$ cat config.mk
export PLATFORM = sky130hd
export DESIGN_NAME = crce_engine
export DESIGN_NICKNAME = d
export VERILOG_FILES = /design/src/crce_pkg.sv /design/src/crce_engine.sv /design/src/crce_byte_step.sv
export VERILOG_INCLUDE_DIRS = /design/src
export SDC_FILE = /design/constraint.sdc
export NUM_CORES = 1
export LEC_CHECK = 0
export BUFFER_PORTS_ARGS = -buffer_cell sky130_fd_sc_hd__buf_2
export CORE_MARGIN = 3
export CORE_UTILIZATION = 35
export DETAILED_ROUTE_END_ITERATION = 6
export GPL_TIMING_DRIVEN = 1
export PLACE_DENSITY_LB_ADDON = 0.2
export SLEW_MARGIN = 25
export SYNTH_ARGS = -nofsm -noshare
export SYNTH_HDL_FRONTEND = slang
export SYNTH_HIERARCHICAL = 1
export SYNTH_SLANG_ARGS = --single-unit
$ cat constraint.sdc
create_clock -name mclk -period 4.2 [get_ports mclk]
set_input_delay 0.63 -clock mclk [delete_from_list [all_inputs] [get_ports mclk]]
set_output_delay 0.63 -clock mclk [all_outputs]
set_load 0.005 [all_outputs]
$ cat src/crce_regs.svh
/*
  Register offsets, field positions, reset values and step counts of the CRC engine.
  Assumes word-indexed register addresses on a plain strobe port.
*/
`ifndef CRCE_REGS_SVH
`define CRCE_REGS_SVH

// ----------------------------------------
// offsets (word index)
// ----------------------------------------
`define CRCE_OFF_MODE 4'h0
`define CRCE_OFF_SEED 4'h1
`define CRCE_OFF_SUM 4'h2
`define CRCE_OFF_DATA8 4'h3
`define CRCE_OFF_DATA16 4'h4
`define CRCE_OFF_DATA32 4'h5
`define CRCE_OFF_STATUS 4'h6

// ----------------------------------------
// mode fields
// ----------------------------------------
`define CRCE_MODE_POLY_LSB 0
`define CRCE_MODE_DIN_REV 2
`define CRCE_MODE_DIN_INV 3
`define CRCE_MODE_SUM_REV 4
`define CRCE_MODE_SUM_INV 5
`define CRCE_MODE_WIDTH 6

// ----------------------------------------
// reset values and polynomials
// ----------------------------------------
`define CRCE_MODE_RST 6'h00
`define CRCE_SEED_RST 32'h0000FFFF
`define CRCE_POLY_CCITT 32'h00001021
`define CRCE_POLY_CRC16 32'h00008005
`define CRCE_POLY_CRC32 32'h04C11DB7

// ----------------------------------------
// timing
// ----------------------------------------
`define CRCE_STEPS_BYTE 3'h1
`define CRCE_STEPS_HALF 3'h2
`define CRCE_STEPS_WORD 3'h4

`endif

$ cat src/crce_pkg.sv
/*
  Types shared by the CRC engine files.
  Assumes nothing of its surroundings.
*/
package crce_pkg;
  typedef enum logic [1:0] {
    POLY_CCITT = 2'b00,
    POLY_CRC16 = 2'b01,
    POLY_CRC32 = 2'b10
  } crce_poly_t;

  typedef enum logic [0:0] {
    ST_IDLE = 1'b0,
    ST_FEED = 1'b1
  } crce_state_t;
endpackage

$ cat src/crce_engine.sv
/*
  CRC checksum engine with a plain register port, one byte folded per clock.
  Assumes a single master on mclk whose strobes are one cycle long and never both at once.
*/
// Added by the designer: the placing of the registers and strobed register access.
`timescale 1ns/1ps
`include "crce_regs.svh"

module crce_engine (
  input wire logic mclk,
  input wire logic rstn,
  input wire logic [3:0] regAddr,
  input wire logic [31:0] regWdata,
  input wire logic regWrite,
  input wire logic regRead,
  output logic [31:0] regRdata,
  output logic busy,
  output logic writeStall
);
  // ----------------------------------------
  // state
  // ----------------------------------------
  typedef struct packed {
    crce_pkg::crce_state_t st;
    logic [5:0] mode;
    logic [31:0] sum;
    logic [31:0] shift;
    logic [2:0] left;
    logic [31:0] rdata;
  } crce_state_all_t;

  crce_state_all_t s_q;
  crce_state_all_t s_d;

  logic [31:0] stepOut;
  logic [7:0] feedByte;
  logic [1:0] polySel;
  logic dataWr;
  logic [2:0] wrSteps;
  logic [31:0] shownSum;
  logic [31:0] inData;

  function automatic logic [31:0] rev32(input logic [31:0] v);
    logic [31:0] r;
    r = 32'h00000000;
    for (int i = 0; i < 32; i++) begin
      r[i] = v[31 - i];
    end
    return r;
  endfunction

  function automatic logic [7:0] rev8(input logic [7:0] v);
    logic [7:0] r;
    r = 8'h00;
    for (int i = 0; i < 8; i++) begin
      r[i] = v[7 - i];
    end
    return r;
  endfunction

  // result view: reversal within 32 bits for poly field 2'b10 and within 16 bits for every other value, then complement
  function automatic logic [31:0] present(input logic [31:0] v, input logic [5:0] m);
    logic [31:0] r;
    logic [31:0] t;
    logic wide;
    wide = (m[`CRCE_MODE_POLY_LSB +: 2] == 2'b10);
    r = v;
    t = rev32(v);
    if (m[`CRCE_MODE_SUM_REV]) begin
      r = wide ? t : {16'h0000, t[31:16]};
    end
    if (m[`CRCE_MODE_SUM_INV]) begin
      r = wide ? ~r : {16'h0000, ~r[15:0]};
    end
    return r;
  endfunction

  assign polySel = s_q.mode[`CRCE_MODE_POLY_LSB +: 2];
  // low byte first, msb first within each byte by default; input reversal turns the whole write around
  // reversal is done once on the whole write; reversing each byte again would undo it within each byte
  assign feedByte = s_q.shift[7:0];
  assign shownSum = present(s_q.sum, s_q.mode);

  crce_byte_step u_step (
    .polySel(polySel),
    .crcIn(s_q.sum),
    .dataByte(feedByte),
    .crcOut(stepOut)
  );

  always_comb begin
    dataWr = 1'b0;
    wrSteps = `CRCE_STEPS_WORD;
    inData = regWdata;
    case (regAddr)
      `CRCE_OFF_DATA8: begin
        dataWr = regWrite;
        wrSteps = `CRCE_STEPS_BYTE;
        inData = {24'h000000, regWdata[7:0]};
      end
      `CRCE_OFF_DATA16: begin
        dataWr = regWrite;
        wrSteps = `CRCE_STEPS_HALF;
        inData = {16'h0000, regWdata[15:0]};
      end
      `CRCE_OFF_DATA32: begin
        dataWr = regWrite;
        wrSteps = `CRCE_STEPS_WORD;
      end
      default: begin
        dataWr = 1'b0;
      end
    endcase
    if (s_q.mode[`CRCE_MODE_DIN_INV]) begin
      inData = ~inData;
    end
  end

  // ----------------------------------------
  // next state
  // ----------------------------------------
  always_comb begin
    s_d = s_q;
    s_d.rdata = 32'h00000000;
    // stall only covers a new data write landing on a busy engine
    writeStall = (s_q.st == crce_pkg::ST_FEED) && (s_q.left > 3'h1) && dataWr;
    busy = (s_q.st == crce_pkg::ST_FEED);

    case (s_q.st)
      crce_pkg::ST_FEED: begin
        s_d.sum = stepOut;
        s_d.shift = {8'h00, s_q.shift[31:8]};
        s_d.left = s_q.left - 3'h1;
        if (s_q.left == 3'h1) begin
          s_d.st = crce_pkg::ST_IDLE;
        end
      end
      default: begin
        s_d.st = crce_pkg::ST_IDLE;
      end
    endcase

    if (regWrite) begin
      case (regAddr)
        `CRCE_OFF_MODE: begin
          s_d.mode = regWdata[`CRCE_MODE_WIDTH - 1:0];
        end
        `CRCE_OFF_SEED: begin
          s_d.sum = regWdata;
          s_d.st = crce_pkg::ST_IDLE;
          s_d.left = 3'h0;
        end
        default: begin
        end
      endcase
    end

    // a data write accepted on the last step chains straight on, giving back-to-back dma
    if (dataWr && !writeStall) begin
      s_d.st = crce_pkg::ST_FEED;
      s_d.shift = s_q.mode[`CRCE_MODE_DIN_REV] ? rev32(inData) >> (6'd32 - {wrSteps, 3'b000}) : inData;
      s_d.left = wrSteps;
    end

    if (regRead) begin
      case (regAddr)
        `CRCE_OFF_MODE: s_d.rdata = {26'h0000000, s_q.mode};
        `CRCE_OFF_SEED: s_d.rdata = s_q.sum;
        `CRCE_OFF_SUM: s_d.rdata = shownSum;
        `CRCE_OFF_STATUS: s_d.rdata = {29'h00000000, s_q.left};
        default: s_d.rdata = 32'h00000000;
      endcase
    end
  end

  always_ff @(posedge mclk or negedge rstn) begin
    if (!rstn) begin
      s_q.st <= crce_pkg::ST_IDLE;
      s_q.mode <= `CRCE_MODE_RST;
      s_q.sum <= `CRCE_SEED_RST;
      s_q.shift <= 32'h00000000;
      s_q.left <= 3'h0;
      s_q.rdata <= 32'h00000000;
    end else begin
      s_q <= s_d;
    end
  end

  assign regRdata = s_q.rdata;

  // ----------------------------------------
  // checks
  // ----------------------------------------
  chk_byte_one_cycle: assert property (@(posedge mclk) disable iff (!rstn)
    (regWrite && regAddr == `CRCE_OFF_DATA8 && !writeStall && !busy) |=> busy ##1 !busy || $past(regWrite))
    else $error("byte write not one step");
  chk_half_two_steps: assert property (@(posedge mclk) disable iff (!rstn)
    (regWrite && regAddr == `CRCE_OFF_DATA16 && !writeStall) |=> (s_q.left == 3'h2))
    else $error("halfword not two steps");
  chk_word_four_steps: assert property (@(posedge mclk) disable iff (!rstn)
    (regWrite && regAddr == `CRCE_OFF_DATA32 && !writeStall) |=> busy[*4])
    else $error("word not four steps");
  chk_stall_when_busy: assert property (@(posedge mclk) disable iff (!rstn)
    writeStall |-> (busy && s_q.left > 3'h1))
    else $error("stall while idle");
  chk_seed_loads: assert property (@(posedge mclk) disable iff (!rstn)
    (regWrite && regAddr == `CRCE_OFF_SEED) |=> (s_q.sum == $past(regWdata) && !busy))
    else $error("seed not loaded");
  chk_read_sum_view: assert property (@(posedge mclk) disable iff (!rstn)
    (regRead && regAddr == `CRCE_OFF_SUM) |=> (regRdata == $past(shownSum)))
    else $error("sum read wrong");
  chk_mode_stored: assert property (@(posedge mclk) disable iff (!rstn)
    (regWrite && regAddr == `CRCE_OFF_MODE) |=> (s_q.mode == $past(regWdata[5:0])))
    else $error("mode not stored");
  chk_sum_inverts: assert property (@(posedge mclk) disable iff (!rstn)
    (s_q.mode[`CRCE_MODE_SUM_INV] && !s_q.mode[`CRCE_MODE_SUM_REV] && polySel == 2'b10) |-> (shownSum == ~s_q.sum))
    else $error("sum complement wrong");
  chk_narrow_upper: assert property (@(posedge mclk) disable iff (!rstn)
    (polySel != 2'b10 && busy) |=> (s_q.sum[31:16] == 16'h0000))
    else $error("16-bit sum overflow");
endmodule // crce_engine

$ cat src/crce_byte_step.sv
/*
  One byte step of the CRC shift register, MSB-first over the selected polynomial.
  Assumes the caller presents the byte already reversed or inverted as wanted.
*/
`timescale 1ns/1ps
`include "crce_regs.svh"

module crce_byte_step (
  input wire logic [1:0] polySel,
  input wire logic [31:0] crcIn,
  input wire logic [7:0] dataByte,
  output logic [31:0] crcOut
);
  logic [31:0] poly;
  logic [31:0] topBit;
  logic [31:0] acc;

  always_comb begin
    poly = `CRCE_POLY_CRC32;
    topBit = 32'h80000000;
    case (crce_pkg::crce_poly_t'(polySel))
      crce_pkg::POLY_CCITT: begin
        poly = `CRCE_POLY_CCITT;
        topBit = 32'h00008000;
      end
      crce_pkg::POLY_CRC16: begin
        poly = `CRCE_POLY_CRC16;
        topBit = 32'h00008000;
      end
      default: begin
        poly = `CRCE_POLY_CRC32;
        topBit = 32'h80000000;
      end
    endcase
    acc = crcIn;
    for (int i = 7; i >= 0; i--) begin
      // feedback = crc msb xor data bit, msb of the byte first
      if (((acc & topBit) != 32'h00000000) ^ dataByte[i]) begin
        acc = (acc << 1) ^ poly;
      end else begin
        acc = acc << 1;
      end
    end
    // 16-bit modes keep the upper half clear
    crcOut = (topBit == 32'h80000000) ? acc : {16'h0000, acc[15:0]};
  end
endmodule // crce_byte_step

[Word level (Yosys, flattened, before mapping)]
Index checks and enable logic that the tools add are counted.
W data, S select, Z words.
Word-level totals
  register bits: 106
  output and inout port bits: 34
  logic and storage cells: 98
Operators by class
  add/sub/neg operators: 2
  order comparisons: 1
  equal/unequal tests: 10
  shifts and indexed selects: 1
  muxes and demuxes: 33
  bitwise logic cells: 27
  reductions and logical operators: 18
Operator list (number)
  $mux W32: 18
  $and A32 B32 Y32: 8
  $reduce_bool A32 Y1: 8
  $xor A32 B32 Y32: 7
  $pmux W32 S4: 1
  $mux W67: 1
  $not A32 Y32: 2
  $pmux W32 S2: 1
  $pmux W27 S2: 1
  $mux W39: 1
  $mux W35: 1
  $eq A32 B32 Y1 const B: 1
  $shr A32 B6 Y32: 1
  $xor A32 B27 Y32: 1
  $not A16 Y16: 1
  $eq A4 B3 Y1 const B: 3
  $eq A4 B2 Y1 const B: 2
  $xor A1 B1 Y1: 8
  $mux W3: 2
  $mux W6: 1
  $pmux W3 S2: 1
  $sub A6 B6 Y6 const A: 1
  $mux W1: 5
  $eq A4 B1 Y1 const B: 1
  other kinds (13): 15

[Longest topological paths before layout]
Gate-level depths: netlist (run 1).
  depth after elaboration: 40
  mapped depth: 18
  mapped depth without buffers: 14

[By module]
Netlist (run 1), hierarchy kept.
Modules (own cells, without submodules)
  crce_engine: instances 1, cells each 832, area each 7284.5 um^2, seq. area each 2672.6 um^2
  crce_byte_step: instances 1, cells each 354, area each 2496.1 um^2, seq. area each 0.0 um^2

[Worst setup path after synthesis (run 1)]
No wires, ideal clock.
  kind: reg2reg
  start point: register s_q[82] in the netlist's numbering
  end point: register s_q[93] in the netlist's numbering
  data arrival time: 3666 ps
  required time: 4063 ps
  setup slack: 398 ps
  stages on the path, launching flop included: 16
  buffers on the path: 1
  clock period less this slack: 3802 ps
  path through: dfstp_2 xor2_1 xnor3_2 nor2_1 o32a_4 or3_1 buf_6 a2111o_1 o221ai_2 o211ai_1 nand2_4 nor2_8 xnor3_1 and2_1 mux2i_1 a21oi_1
RTL lines
  start: declaration: RTL line crce_engine.sv:32  | crce_state_all_t s_q;

==> flow_summary_export.csv, run 1 <==
group,metric,value,unit
status,status,"finished clean",
timing,hold_violations,0,
critical_path,cp_max_fo,6,
layout,drive_gt1_share,18.2,%
placement,port-buffer-count,73,
layout,multi_input_area,6470,sq um
floorplan,die_h,173,microns
hold_path,hp-class,"in2async",
clock_network,clock-sinks,106,
drt,ant_nets,0,
global_route,grt_max_degree,69,
power,power_frac_comb,75.3,%
power,pwr-share-clk,7.3,%
timing,maxSlewViolCount,0,
power,p_seq_share,17.4,%
synthesis,synth_nets,1229,
global_route,grt_pass1_wl,52600,microns
drt,via_count,9126,
floorplan,ios,74,
power,power_switching,5.90,mW
clock_network,cts-buffers-inserted,9,
drt,wl_per_cell,21.9,microns
drt,routed_wl,34600,microns
power,ir_drop,0.000459,V
critical_path,end_kind,"register",
layout,n_antenna_cell,0,
synthesis,avgSynthCellArea,8.25,sq um
global_route,overflow,0,
clock_network,cts_root_buffer,"clkbuf_16",
layout,final_cell_mix,"nand2_1 (138), xnor2_1 (122), nor2_1 (101)",
drt,drc,0,
clock_network,clk_latency,370,ps
timing,tightest_slew,929,ps
floorplan,row_count,60,
critical_path,critical_path_class,"reg2reg",
floorplan,die_area,30000,sq um
layout,regArea,2680,sq um
floorplan,dieWidth,173,microns
global_route,grt_pass1_vias,8394,
layout,final_common_cell,"nand2_1",
layout,fin_nets,1246,
power,power,11.7,mW
synthesis,synth-edff-count,0,
layout,area_growth,9.70,%
drt,drt-pass1-iter-count,5,
power,p_leak,4.36,nW
synthesis,synth_flop_cell,"dfrtp_1",
critical_path,arrival,4260,ps
drt,vias_per_cell,5.78,
timing,setup_viol_count_final,0,
synthesis,ys_ff_latch,106,
synthesis,synth_area,9780,sq um
placement,dpl.cell_count,1561,
synthesis,synth-seq-area-share,27.3,%
floorplan,start_util,36.0,%
job,maxCapViolations,0,
timing,clock_skew,17.7,ps
power,swShare,50.5,%
clock_network,cts.hold.buffers_added,0,
global_route,grt_usage,22.3,%
timing,whs,245,ps
layout,finalNonFillerCells,1580,
global_route,antenna_found_initial,1,
timing,fin_crit,4000,ps
placement,routabilityCongestion,0.908,
synthesis,yosysUniqueCellTypes,89,
layout,nFillCells,2831,
clock_network,cts_buffer_depth,2,
synthesis,postSynthCellCount,1186,
synthesis,ys_async_sr_fraction,100,%
power,internal_power,5.77,mW
clock_network,path_clk_slew,80,ps
timing,finalCritPeriodShare,95.3,%
critical_path,crit_path_start_kind,"register",
clock_network,cts_tree,"built",
drt,drt_iter0_markers,1015,
floorplan,core,27200,sq um
timing,fmax,250,MHz
power,p_per_area,1090,nW/um^2
synthesis,synth_warnings,6,
critical_path,worst-endpoint-required,4460,ps
placement,post-dp-hpwl,25400,microns
clock_network,htreeDepth,3,
timing,max_slew_margin,38.1,%
timing,tns,0,ps
[sequential cells by signal, summed over array words and instances, names as in the netlist]
| name | count |
|---|---|
| polySel | 2 |
| regRdata | 32 |
| feedByte | 8 |
| s_q | 63 |
| busy | 1 |
[timing repair]
item,4_1_cts,5_1_grt
gates resized for setup,0,9
setup buffers,0,3
setup endpoints to repair,0,4
[cell type report]
type	instances	share of cell area, %
multi-input combinational	945	60.3
sequential	106	24.9
timing repair buffer	129	7.38
tap	372	4.34
clock buffer	10	2.13
clock inverter	6	0.478
inverter	12	0.420
[power by group through the flow]
stage | Combinational, mW | Clock [mW] | Sequential, mW
after global routing | 9.50 | 0.899 | 2.07
final | 8.79 | 0.849 | 2.03
after CTS | 8.51 | 0.872 | 2.02
after floorplan | 6.56 | 0 | 1.74
after detailed placement | 8.48 | 0 | 2.03
after global placement | 8.46 | 0 | 2.03
[through the flow]
stage                     setup WS (ps)  utilization, %  instance area (sq um)
final                               199            39.5                  10700
after global routing              -15.6            39.5                  10700
after CTS                           125            39.2                  10700
after detailed placement            125            38.2                  10400
after global placement              174            38.2                  10400
after floorplan                     398               -                   9780
[worst max-delay path, stage by stage, from the launching register on]
cell	delay [ps]
dfstp_2	580
xnor2_2	130
xnor3_1	450
nand4b_1	180
a211oi_4	350
buf_4	200
o21ba_2	150
nor4_1	50
o31a_1	370
or3_4	410
and3_1	260
nand4_1	100
and4_1	160
nand4b_1	210
mux2i_1	210
a21oi_1	90
[Yosys cell counts (16+ instances only)]
| master | n | area [sq um] |
|---|---|---|
| xnor2_1 | 123 | 1080 |
| dfstp_2 | 16 | 420 |
| o31ai_1 | 18 | 135 |
| clkbuf_1 | 45 | 169 |
| nor3_1 | 21 | 105 |
| a221oi_1 | 16 | 140 |
| xor2_1 | 39 | 342 |
| nor2_1 | 102 | 383 |
| dfrtp_1 | 90 | 2250 |
| nand2_1 | 139 | 522 |
| a21oi_1 | 79 | 395 |
| a22oi_1 | 22 | 165 |
| buf_4 | 36 | 270 |
| o21ai_0 | 78 | 390 |
| mux2i_1 | 53 | 531 |
| buf_2 | 24 | 120 |
[path summary, 6_finish.rpt]
kind	startpoint	end	slack, ps	depth (start not counted)
min reg2reg	s_q[66]	s_q[66]	500	2
min in group mclk	s_q[66]	s_q[66]	500	2
min	rstn	s_q[33]	250	1
max	s_q[82]	s_q[78]	200	15
max in group asynchronous	rstn	s_q[82]	2990	2
max reg2reg	s_q[82]	s_q[78]	200	15
[cells by family (layout without fill, tap and decap cells)]
| group | Yosys count | count (layout) | synth area share (%) |
|---|---|---|---|
| AO/OA/AOI/OAI | 327 | 327 | 22.5 |
| XOR/XNOR | 174 | 174 | 17.0 |
| adder cells (fa/ha/maj) | 3 | 3 | 0.384 |
| buffers and inverters | 135 | 157 | 7.10 |
| flip-flops | 106 | 106 | 27.3 |
| multiplexers | 69 | 69 | 7.29 |
| AND/OR/NAND/NOR | 372 | 372 | 18.4 |
[metal layers]
layer | GRT usage (%) | wire, microns | vias up
li1 | - | - | 4237
met5 | 0 | 0 | -
met3 | 3.21 | 2100 | 41
met1 | 31.7 | 15600 | 4499
met2 | 36.2 | 16200 | 349
met4 | 4.56 | 597 | 0
Power figures use the tool's default switching activity.
==> run 2, diff against run 1 <==
--- a/config.mk
+++ b/config.mk
@@ -7,6 +7,7 @@
 export NUM_CORES = 1
 export LEC_CHECK = 0
 export BUFFER_PORTS_ARGS = -buffer_cell sky130_fd_sc_hd__buf_2
+export CORE_ASPECT_RATIO = 2
 export CORE_MARGIN = 3
 export CORE_UTILIZATION = 35
 export DETAILED_ROUTE_END_ITERATION = 6
@@ -15,5 +16,4 @@
 export SLEW_MARGIN = 25
 export SYNTH_ARGS = -nofsm -noshare
 export SYNTH_HDL_FRONTEND = slang
-export SYNTH_HIERARCHICAL = 1
 export SYNTH_SLANG_ARGS = --single-unit
==> run 2 against run 1 <==
Effect of this change: fmax down 0.27%; worst hold slack improved by 52 ps; largest cell class unchanged; synthesized cell count up 3.5%; clock power rose by 6.8%; core utilization rose by 1.4 points.
==> flow_summary_export.csv, run 2 <==
group,metric,value,unit
status,status,"finished clean",
layout,drive_gt1_share,21.1,%
synthesis,synth_top_area_cell,"dfrtp_1",
layout,top_register,"s_q",
synthesis,avgSynthCellArea,7.99,sq um
synthesis,synth-edff-count,0,
placement,placed_area,10700,sq um
synthesis,synth_warnings,0,
power,power,12.2,mW
clock_network,cts_buffer_depth,2,
timing,fin_crit,4010,ps
timing,clock_skew,18.5,ps
layout,n_antenna_cell,0,
global_route,grt_pass1_wl,56600,microns
placement,routabilityCongestion,0.980,
clock_network,clk_latency,380,ps
synthesis,synth_nets,1271,
layout,largest_reg_flops,63,
global_route,overflow,0,
placement,dpl.cell_count,1599,
clock_network,clock-sinks,106,
power,ir_drop,0.000507,V
timing,setup_viol_count_final,0,
floorplan,core,27500,sq um
floorplan,start_util,35.6,%
drt,ant_nets,0,
synthesis,synthTopCellsByCount,"nor2_1 (159), nand2_1 (129), clkbuf_1 (91)",
drt,drt-pass1-iter-count,6,
drt,vias_per_cell,5.70,
layout,fin_nets,1307,
synthesis,ys_ff_latch,106,
critical_path,crit_path_start_kind,"register",
job,maxCapViolations,0,
synthesis,ys_async_sr_fraction,100,%
critical_path,path_cells,"buf_4 > xnor2_2 > xnor3_2 > a41oi_2 > o211ai_1 > buf_4 > nor2b_4 > buf_6 > or4_1 > o2111a_1 > nand2_4 > xor3_1 > or3_4 > and3b_1 > mux2i_1 > o311ai_1",
placement,port-buffer-count,73,
critical_path,critical_path_class,"reg2reg",
clock_network,cts.hold.buffers_added,0,
synthesis,synth_most_common_cell,"nor2_1",
critical_path,cp_max_fo,8,
synthesis,synth-seq-area-share,27.2,%
synthesis,ys_top_cells_by_area,"dfrtp_1 (23%), xnor2_1 (7.9%), xor2_1 (7.5%), nor2_1 (6.1%), nand2_1 (4.9%)",
floorplan,ios,74,
synthesis,yosysTopAreaCellShare,23.0,%
layout,area_growth,14.8,%
timing,max_slew_margin,40.7,%
power,p_leak,4.96,nW
clock_network,cts-buffers-inserted,9,
layout,nFillCells,2894,
floorplan,die_area,30200,sq um
power,p_per_area,1080,nW/um^2
global_route,grt_pass1_vias,9257,
floorplan,row_count,86,
drt,drc,0,
synthesis,synth_area,9810,sq um
global_route,antenna_found_initial,0,
drt,routed_wl,37000,microns
floorplan,dieWidth,124,microns
drt,wl_per_cell,22.9,microns
placement,post-dp-hpwl,28900,microns
layout,final_cell_mix,"nor2_1 (157), nand2_1 (129), buf_4 (99)",
timing,tightest_slew,887,ps
layout,final_cell_area,11300,sq um
clock_network,htreeDepth,3,
critical_path,worstRegToRegCells,16,
hold_path,hp-class,"in2async",
timing,finalCritPeriodShare,95.5,%
synthesis,synth_flop_cell,"dfrtp_1",
synthesis,yosysUniqueCellTypes,78,
global_route,grt_usage,24.3,%
layout,finalNonFillerCells,1620,
layout,final_common_cell,"nor2_1",
global_route,grt_max_degree,62,
synthesis,postSynthCellCount,1227,
floorplan,die_h,243,microns
critical_path,arrival,4300,ps
timing,maxSlewViolCount,0,
drt,drt_iter0_markers,615,
critical_path,worst_path_most_repeated_cell,"buf_4",
critical_path,critPathSlowestCell,"dfstp_2",
timing,fmax,249,MHz
clock_network,path_clk_slew,80,ps
timing,hold_violations,0,
drt,via_count,9233,
critical_path,end_kind,"register",
clock_network,cts_root_buffer,"clkbuf_16",
critical_path,worst-endpoint-required,4490,ps
critical_path,slowest_delay,630,ps
layout,final_core_util,40.9,%
clock_network,cts_tree,"built",
-- run 2: cell count changes after synthesis, sizes merged, moves of 17 or more --
cell and change:
a21oi -22, clkbuf +47, buf -19, xnor2 -37
xor2 +47, o21ai -17, inv +25, a22oi +17
mux2i -30, nor2 +57
-- run 2: kinds of logic after synthesis --
kind of cell / count (synthesis) / share of synthesized area [%]
buffers and inverters: 187 / 8.85
AOI/OAI and AO/OA: 329 / 24.1
xor gates and xnor gates: 186 / 18.7
muxes: 30 / 3.27
and+or+nand+nor: 385 / 17.3
adders and majority gates: 4 / 0.510
DFF: 106 / 27.2
-- run 2: power by group --
part           internal, mW  switching [mW]
registers              1.39           0.622
clock network         0.474           0.433
logic                  4.20            5.09
total                  6.07            6.14
-- run 2: worst max-delay path, delay by kind of cell, from the launching register on --
kind / cells / cell delay [ps]
flip-flops: 1 / 630
XOR/XNOR: 3 / 800
AND/OR/NAND/NOR: 5 / 1300
AO/OA/AOI/OAI: 4 / 630
buffers and inverters: 3 / 440
multiplexers: 1 / 130
-- run 2: per-stage QoR --
step | hold WS (ps) | setup TNS (ps) | setup WS, ps
global route | 376 | -4.87 | -4.87
CTS | 356 | 0 | 6.38
global placement | 468 | -237 | -146
floorplan | 334 | 0 | 237
detailed placement | 475 | -156 | -67.4
finish | 298 | 0 | 188
-- run 2: worst paths after layout --
kind / startpoint / to / slack, ps
max: s_q[82] / s_q[79] / 190
min reg2reg: s_q[52] / s_q[44] / 490
max reg2reg: s_q[82] / s_q[79] / 190
min: rstn / regRdata[22] / 300
max in group asynchronous: rstn / s_q[75] / 2940
min in group mclk: s_q[52] / s_q[44] / 490
-- run 2: repair_timing --
| item | CTS | global route |
|---|---|---|
| resized for setup | 5 | 28 |
| setup endpoints to repair | 5 | 12 |
| pin swaps | 0 | 9 |
| setup buffers | 0 | 5 |
-- run 2: per-layer routing --
| layer | global-route usage, % | up-vias | share of wire, % |
|---|---|---|---|
| met5 | 0 | - | 0 |
| met4 | 14.1 | 0 | 6.7 |
| li1 | - | 4349 | - |
| met3 | 2.77 | 107 | 4.0 |
| met2 | 46.4 | 309 | 55 |
| met1 | 24.9 | 4468 | 34 |
-- run 2: cell type report --
type	count	area [sq um]	share of cell area, %
Sequential cell	106	2680	23.8
Tap cell	352	440	3.91
Clock inverter	7	87.6	0.778
Multi-Input combinational cell	934	6500	57.7
Clock buffer	9	225	2.00
Inverter	36	135	1.20
Timing Repair Buffer	176	1190	10.6
==> run 3, diff against run 2 <==
--- a/config.mk
+++ b/config.mk
@@ -12,7 +12,7 @@
 export CORE_UTILIZATION = 35
 export DETAILED_ROUTE_END_ITERATION = 6
 export GPL_TIMING_DRIVEN = 1
-export PLACE_DENSITY_LB_ADDON = 0.2
+export PLACE_DENSITY = 0.58
 export SLEW_MARGIN = 25
 export SYNTH_ARGS = -nofsm -noshare
 export SYNTH_HDL_FRONTEND = slang
==> run 3 against run 2 <==
Effect of this change: first-iteration DRC count grew 11%; worst hold slack gained 51 ps; power shrank 4.2%; sequential power grew 2%; routed wire length grew 0.55%; clock power shrank 4.9%; sequential share of layout area grew 0.47 points; critical path depth shrank 1; count of clock-buffer cells in the layout grew 2; non-clock buffer count shrank 8; fmax shrank 2.0%; clock skew shrank 5.6 ps; highest routed layer unchanged.
==> flow_summary_export.csv, run 3 (synthesis gave the netlist of run 2 again) <==
group,metric,value,unit
placement,placed_area,10600,sq um
critical_path,worst-endpoint-required,4470,ps
floorplan,start_util,35.6,%
critical_path,critPathSlowestCell,"o41ai_4",
critical_path,cp_max_fo,12,
drt,wl_per_cell,23.1,microns
timing,fin_ws,108,ps
timing,tightest_slew,1040,ps
timing,whs,348,ps
critical_path,critical_path_class,"reg2reg",
layout,fin_nets,1299,
global_route,grt_max_degree,61,
power,p_leak,4.88,nW
critical_path,path_buf_inv,3,
clock_network,cts.hold.buffers_added,0,
timing,tns,0,ps
critical_path,crit_path_start_kind,"register",
drt,maxUsedRoutingLayer,"met4",
drt,ant_nets,0,
placement,routabilityCongestion,0.987,
drt,via_count,9489,
placement,dpl.cell_count,1589,
clock_network,clock-sinks,106,
critical_path,worstRegToRegCells,15,
timing,clock_skew,12.9,ps
drt,m1WireLength,12200,microns
critical_path,ff2ff_setup_slack,110,ps
layout,finalNonFillerCells,1612,
floorplan,die_h,243,microns
drt,drt_iter0_markers,685,
layout,top_register,"s_q",
power,p_per_area,1060,nW/um^2
clock_network,path_clk_slew,80,ps
critical_path,r2r-end,"s_q[79]",
placement,post-dp-hpwl,28700,microns
drt,routed_wl,37200,microns
critical_path,end_kind,"register",
drt,vias_per_cell,5.89,
hold_path,hp-class,"in2async",
placement,pre_cts_slack,-18.7,ps
clock_network,clk_latency,380,ps
layout,nFillCells,2978,
clock_network,cts_root_buffer,"clkbuf_16",
clock_network,htreeDepth,3,
layout,final_cell_area,11100,sq um
floorplan,row_count,86,
power,ir_drop,0.000576,V
clock_network,cts_buffer_depth,2,
layout,n_antenna_cell,0,
floorplan,dieWidth,124,microns
global_route,antenna_found_initial,0,
critical_path,crit_family,"compound AO/OA/AOI/OAI gates",
critical_path,worst_path_most_repeated_cell,"buf_4",
critical_path,arrival,4360,ps
timing,fin_crit,4090,ps
critical_path,slowest_delay,610,ps
job,maxCapViolations,0,
layout,final_common_cell,"nor2_1",
status,status,"finished clean",
placement,port-buffer-count,73,
global_route,grt_pass1_vias,9338,
clock_network,cts-buffers-inserted,9,
global_route,grt_pass1_wl,56900,microns
timing,max_slew_margin,30.6,%
timing,maxSlewViolCount,0,
layout,drive_gt1_share,19.9,%
timing,setup_viol_count_final,0,
global_route,overflow,0,
drt,drt-pass1-iter-count,7,
floorplan,core,27500,sq um
timing,hold_violations,0,
clock_network,cts_tree,"built",
layout,largest_reg_flops,63,
floorplan,die_area,30200,sq um
timing,finalCritPeriodShare,97.4,%
timing,fmax,244,MHz
drt,route.met2.wl,19300,microns
critical_path,path_cells,"buf_4 > inv_1 > nand2_1 > a21oi_1 > nand3_1 > o41ai_4 > nor4_1 > buf_4 > a2111oi_4 > nand2_4 > xor3_1 > or3_1 > and3b_1 > mux2i_1 > o311ai_1",
floorplan,ios,74,
drt,wl_met3,2010,microns
critical_path,timing.rr.start,"polySel[1]",
layout,final_cell_mix,"nor2_1 (157), nand2_1 (129), buf_4 (96)",
drt,drc,0,
layout,area_growth,12.7,%
global_route,grt_usage,24.4,%
## run 3: cell types whose count changed in the layout (fill, tap and decap cells not counted), sizes merged
cell / previous run / this run
buf: 176 / 168
bufinv: 1 / 0
clkbuf: 9 / 11
clkinv: 4 / 3
clkinvlp: 1 / 0
inv: 37 / 38
## run 3: per-layer routing
metal,vias to the layer above,GRT usage (%)
li1,4340,-
met1,4572,24.7
met2,420,44.3
met3,157,3.17
met4,0,19.6
met5,-,0
## run 3: repair_timing
action	CTS	global route
gates resized for setup	1	19
pin swaps	0	6
setup buffers	0	7
setup endpoints to repair	1	14
## run 3: how the worst max path moves through the flow
| stage | start | end | slack [ps] | cells past startpoint |
|---|---|---|---|---|
| finish | polySel[1] | s_q[79] | 110 | 15 |
| global route | feedByte[6] | s_q[80] | -30 | 15 |
| CTS | feedByte[6] | s_q[79] | 60 | 13 |
| detailed placement | feedByte[6] | s_q[79] | -20 | 13 |
| global placement | feedByte[6] | s_q[79] | 50 | 13 |
| floorplan | s_q[81] | s_q[79] | 240 | 15 |
## run 3: area by class of cell
type	instances	area, sq um	area share (%)
clock inverter	5	45.0	0.408
timing repair buffer	168	1080	9.78
inverter	36	135	1.22
tap	352	440	3.99
sequential	106	2680	24.2
clock buffer	11	243	2.20
multi-input combinational	934	6430	58.2
## run 3: stage by stage
step / power, mW / util [%]
3_3_place_gp: 10.3 / 38.4
5_1_grt: 12.4 / 40.1
3_5_place_dp: 10.3 / 38.4
4_1_cts: 11.3 / 39.4
2_1_floorplan: 7.69 / -
6_report: 11.7 / 40.1
## run 3: power by group
| part | total, mW | switching, mW | internal, mW |
|---|---|---|---|
| registers | 2.07 | 0.680 | 1.39 |
| clock network | 0.863 | 0.433 | 0.430 |
| logic | 8.76 | 4.87 | 3.89 |
## run 3: worst register-to-register path: stages (launching register included)
cell	delay (ps)
dfrtp_2	450
buf_4	210
inv_1	80
nand2_1	140
a21oi_1	290
nand3_1	250
o41ai_4	610
nor4_1	140
buf_4	180
a2111oi_4	400
nand2_4	80
xor3_1	370
or3_1	340
and3b_1	190
mux2i_1	150
o311ai_1	130
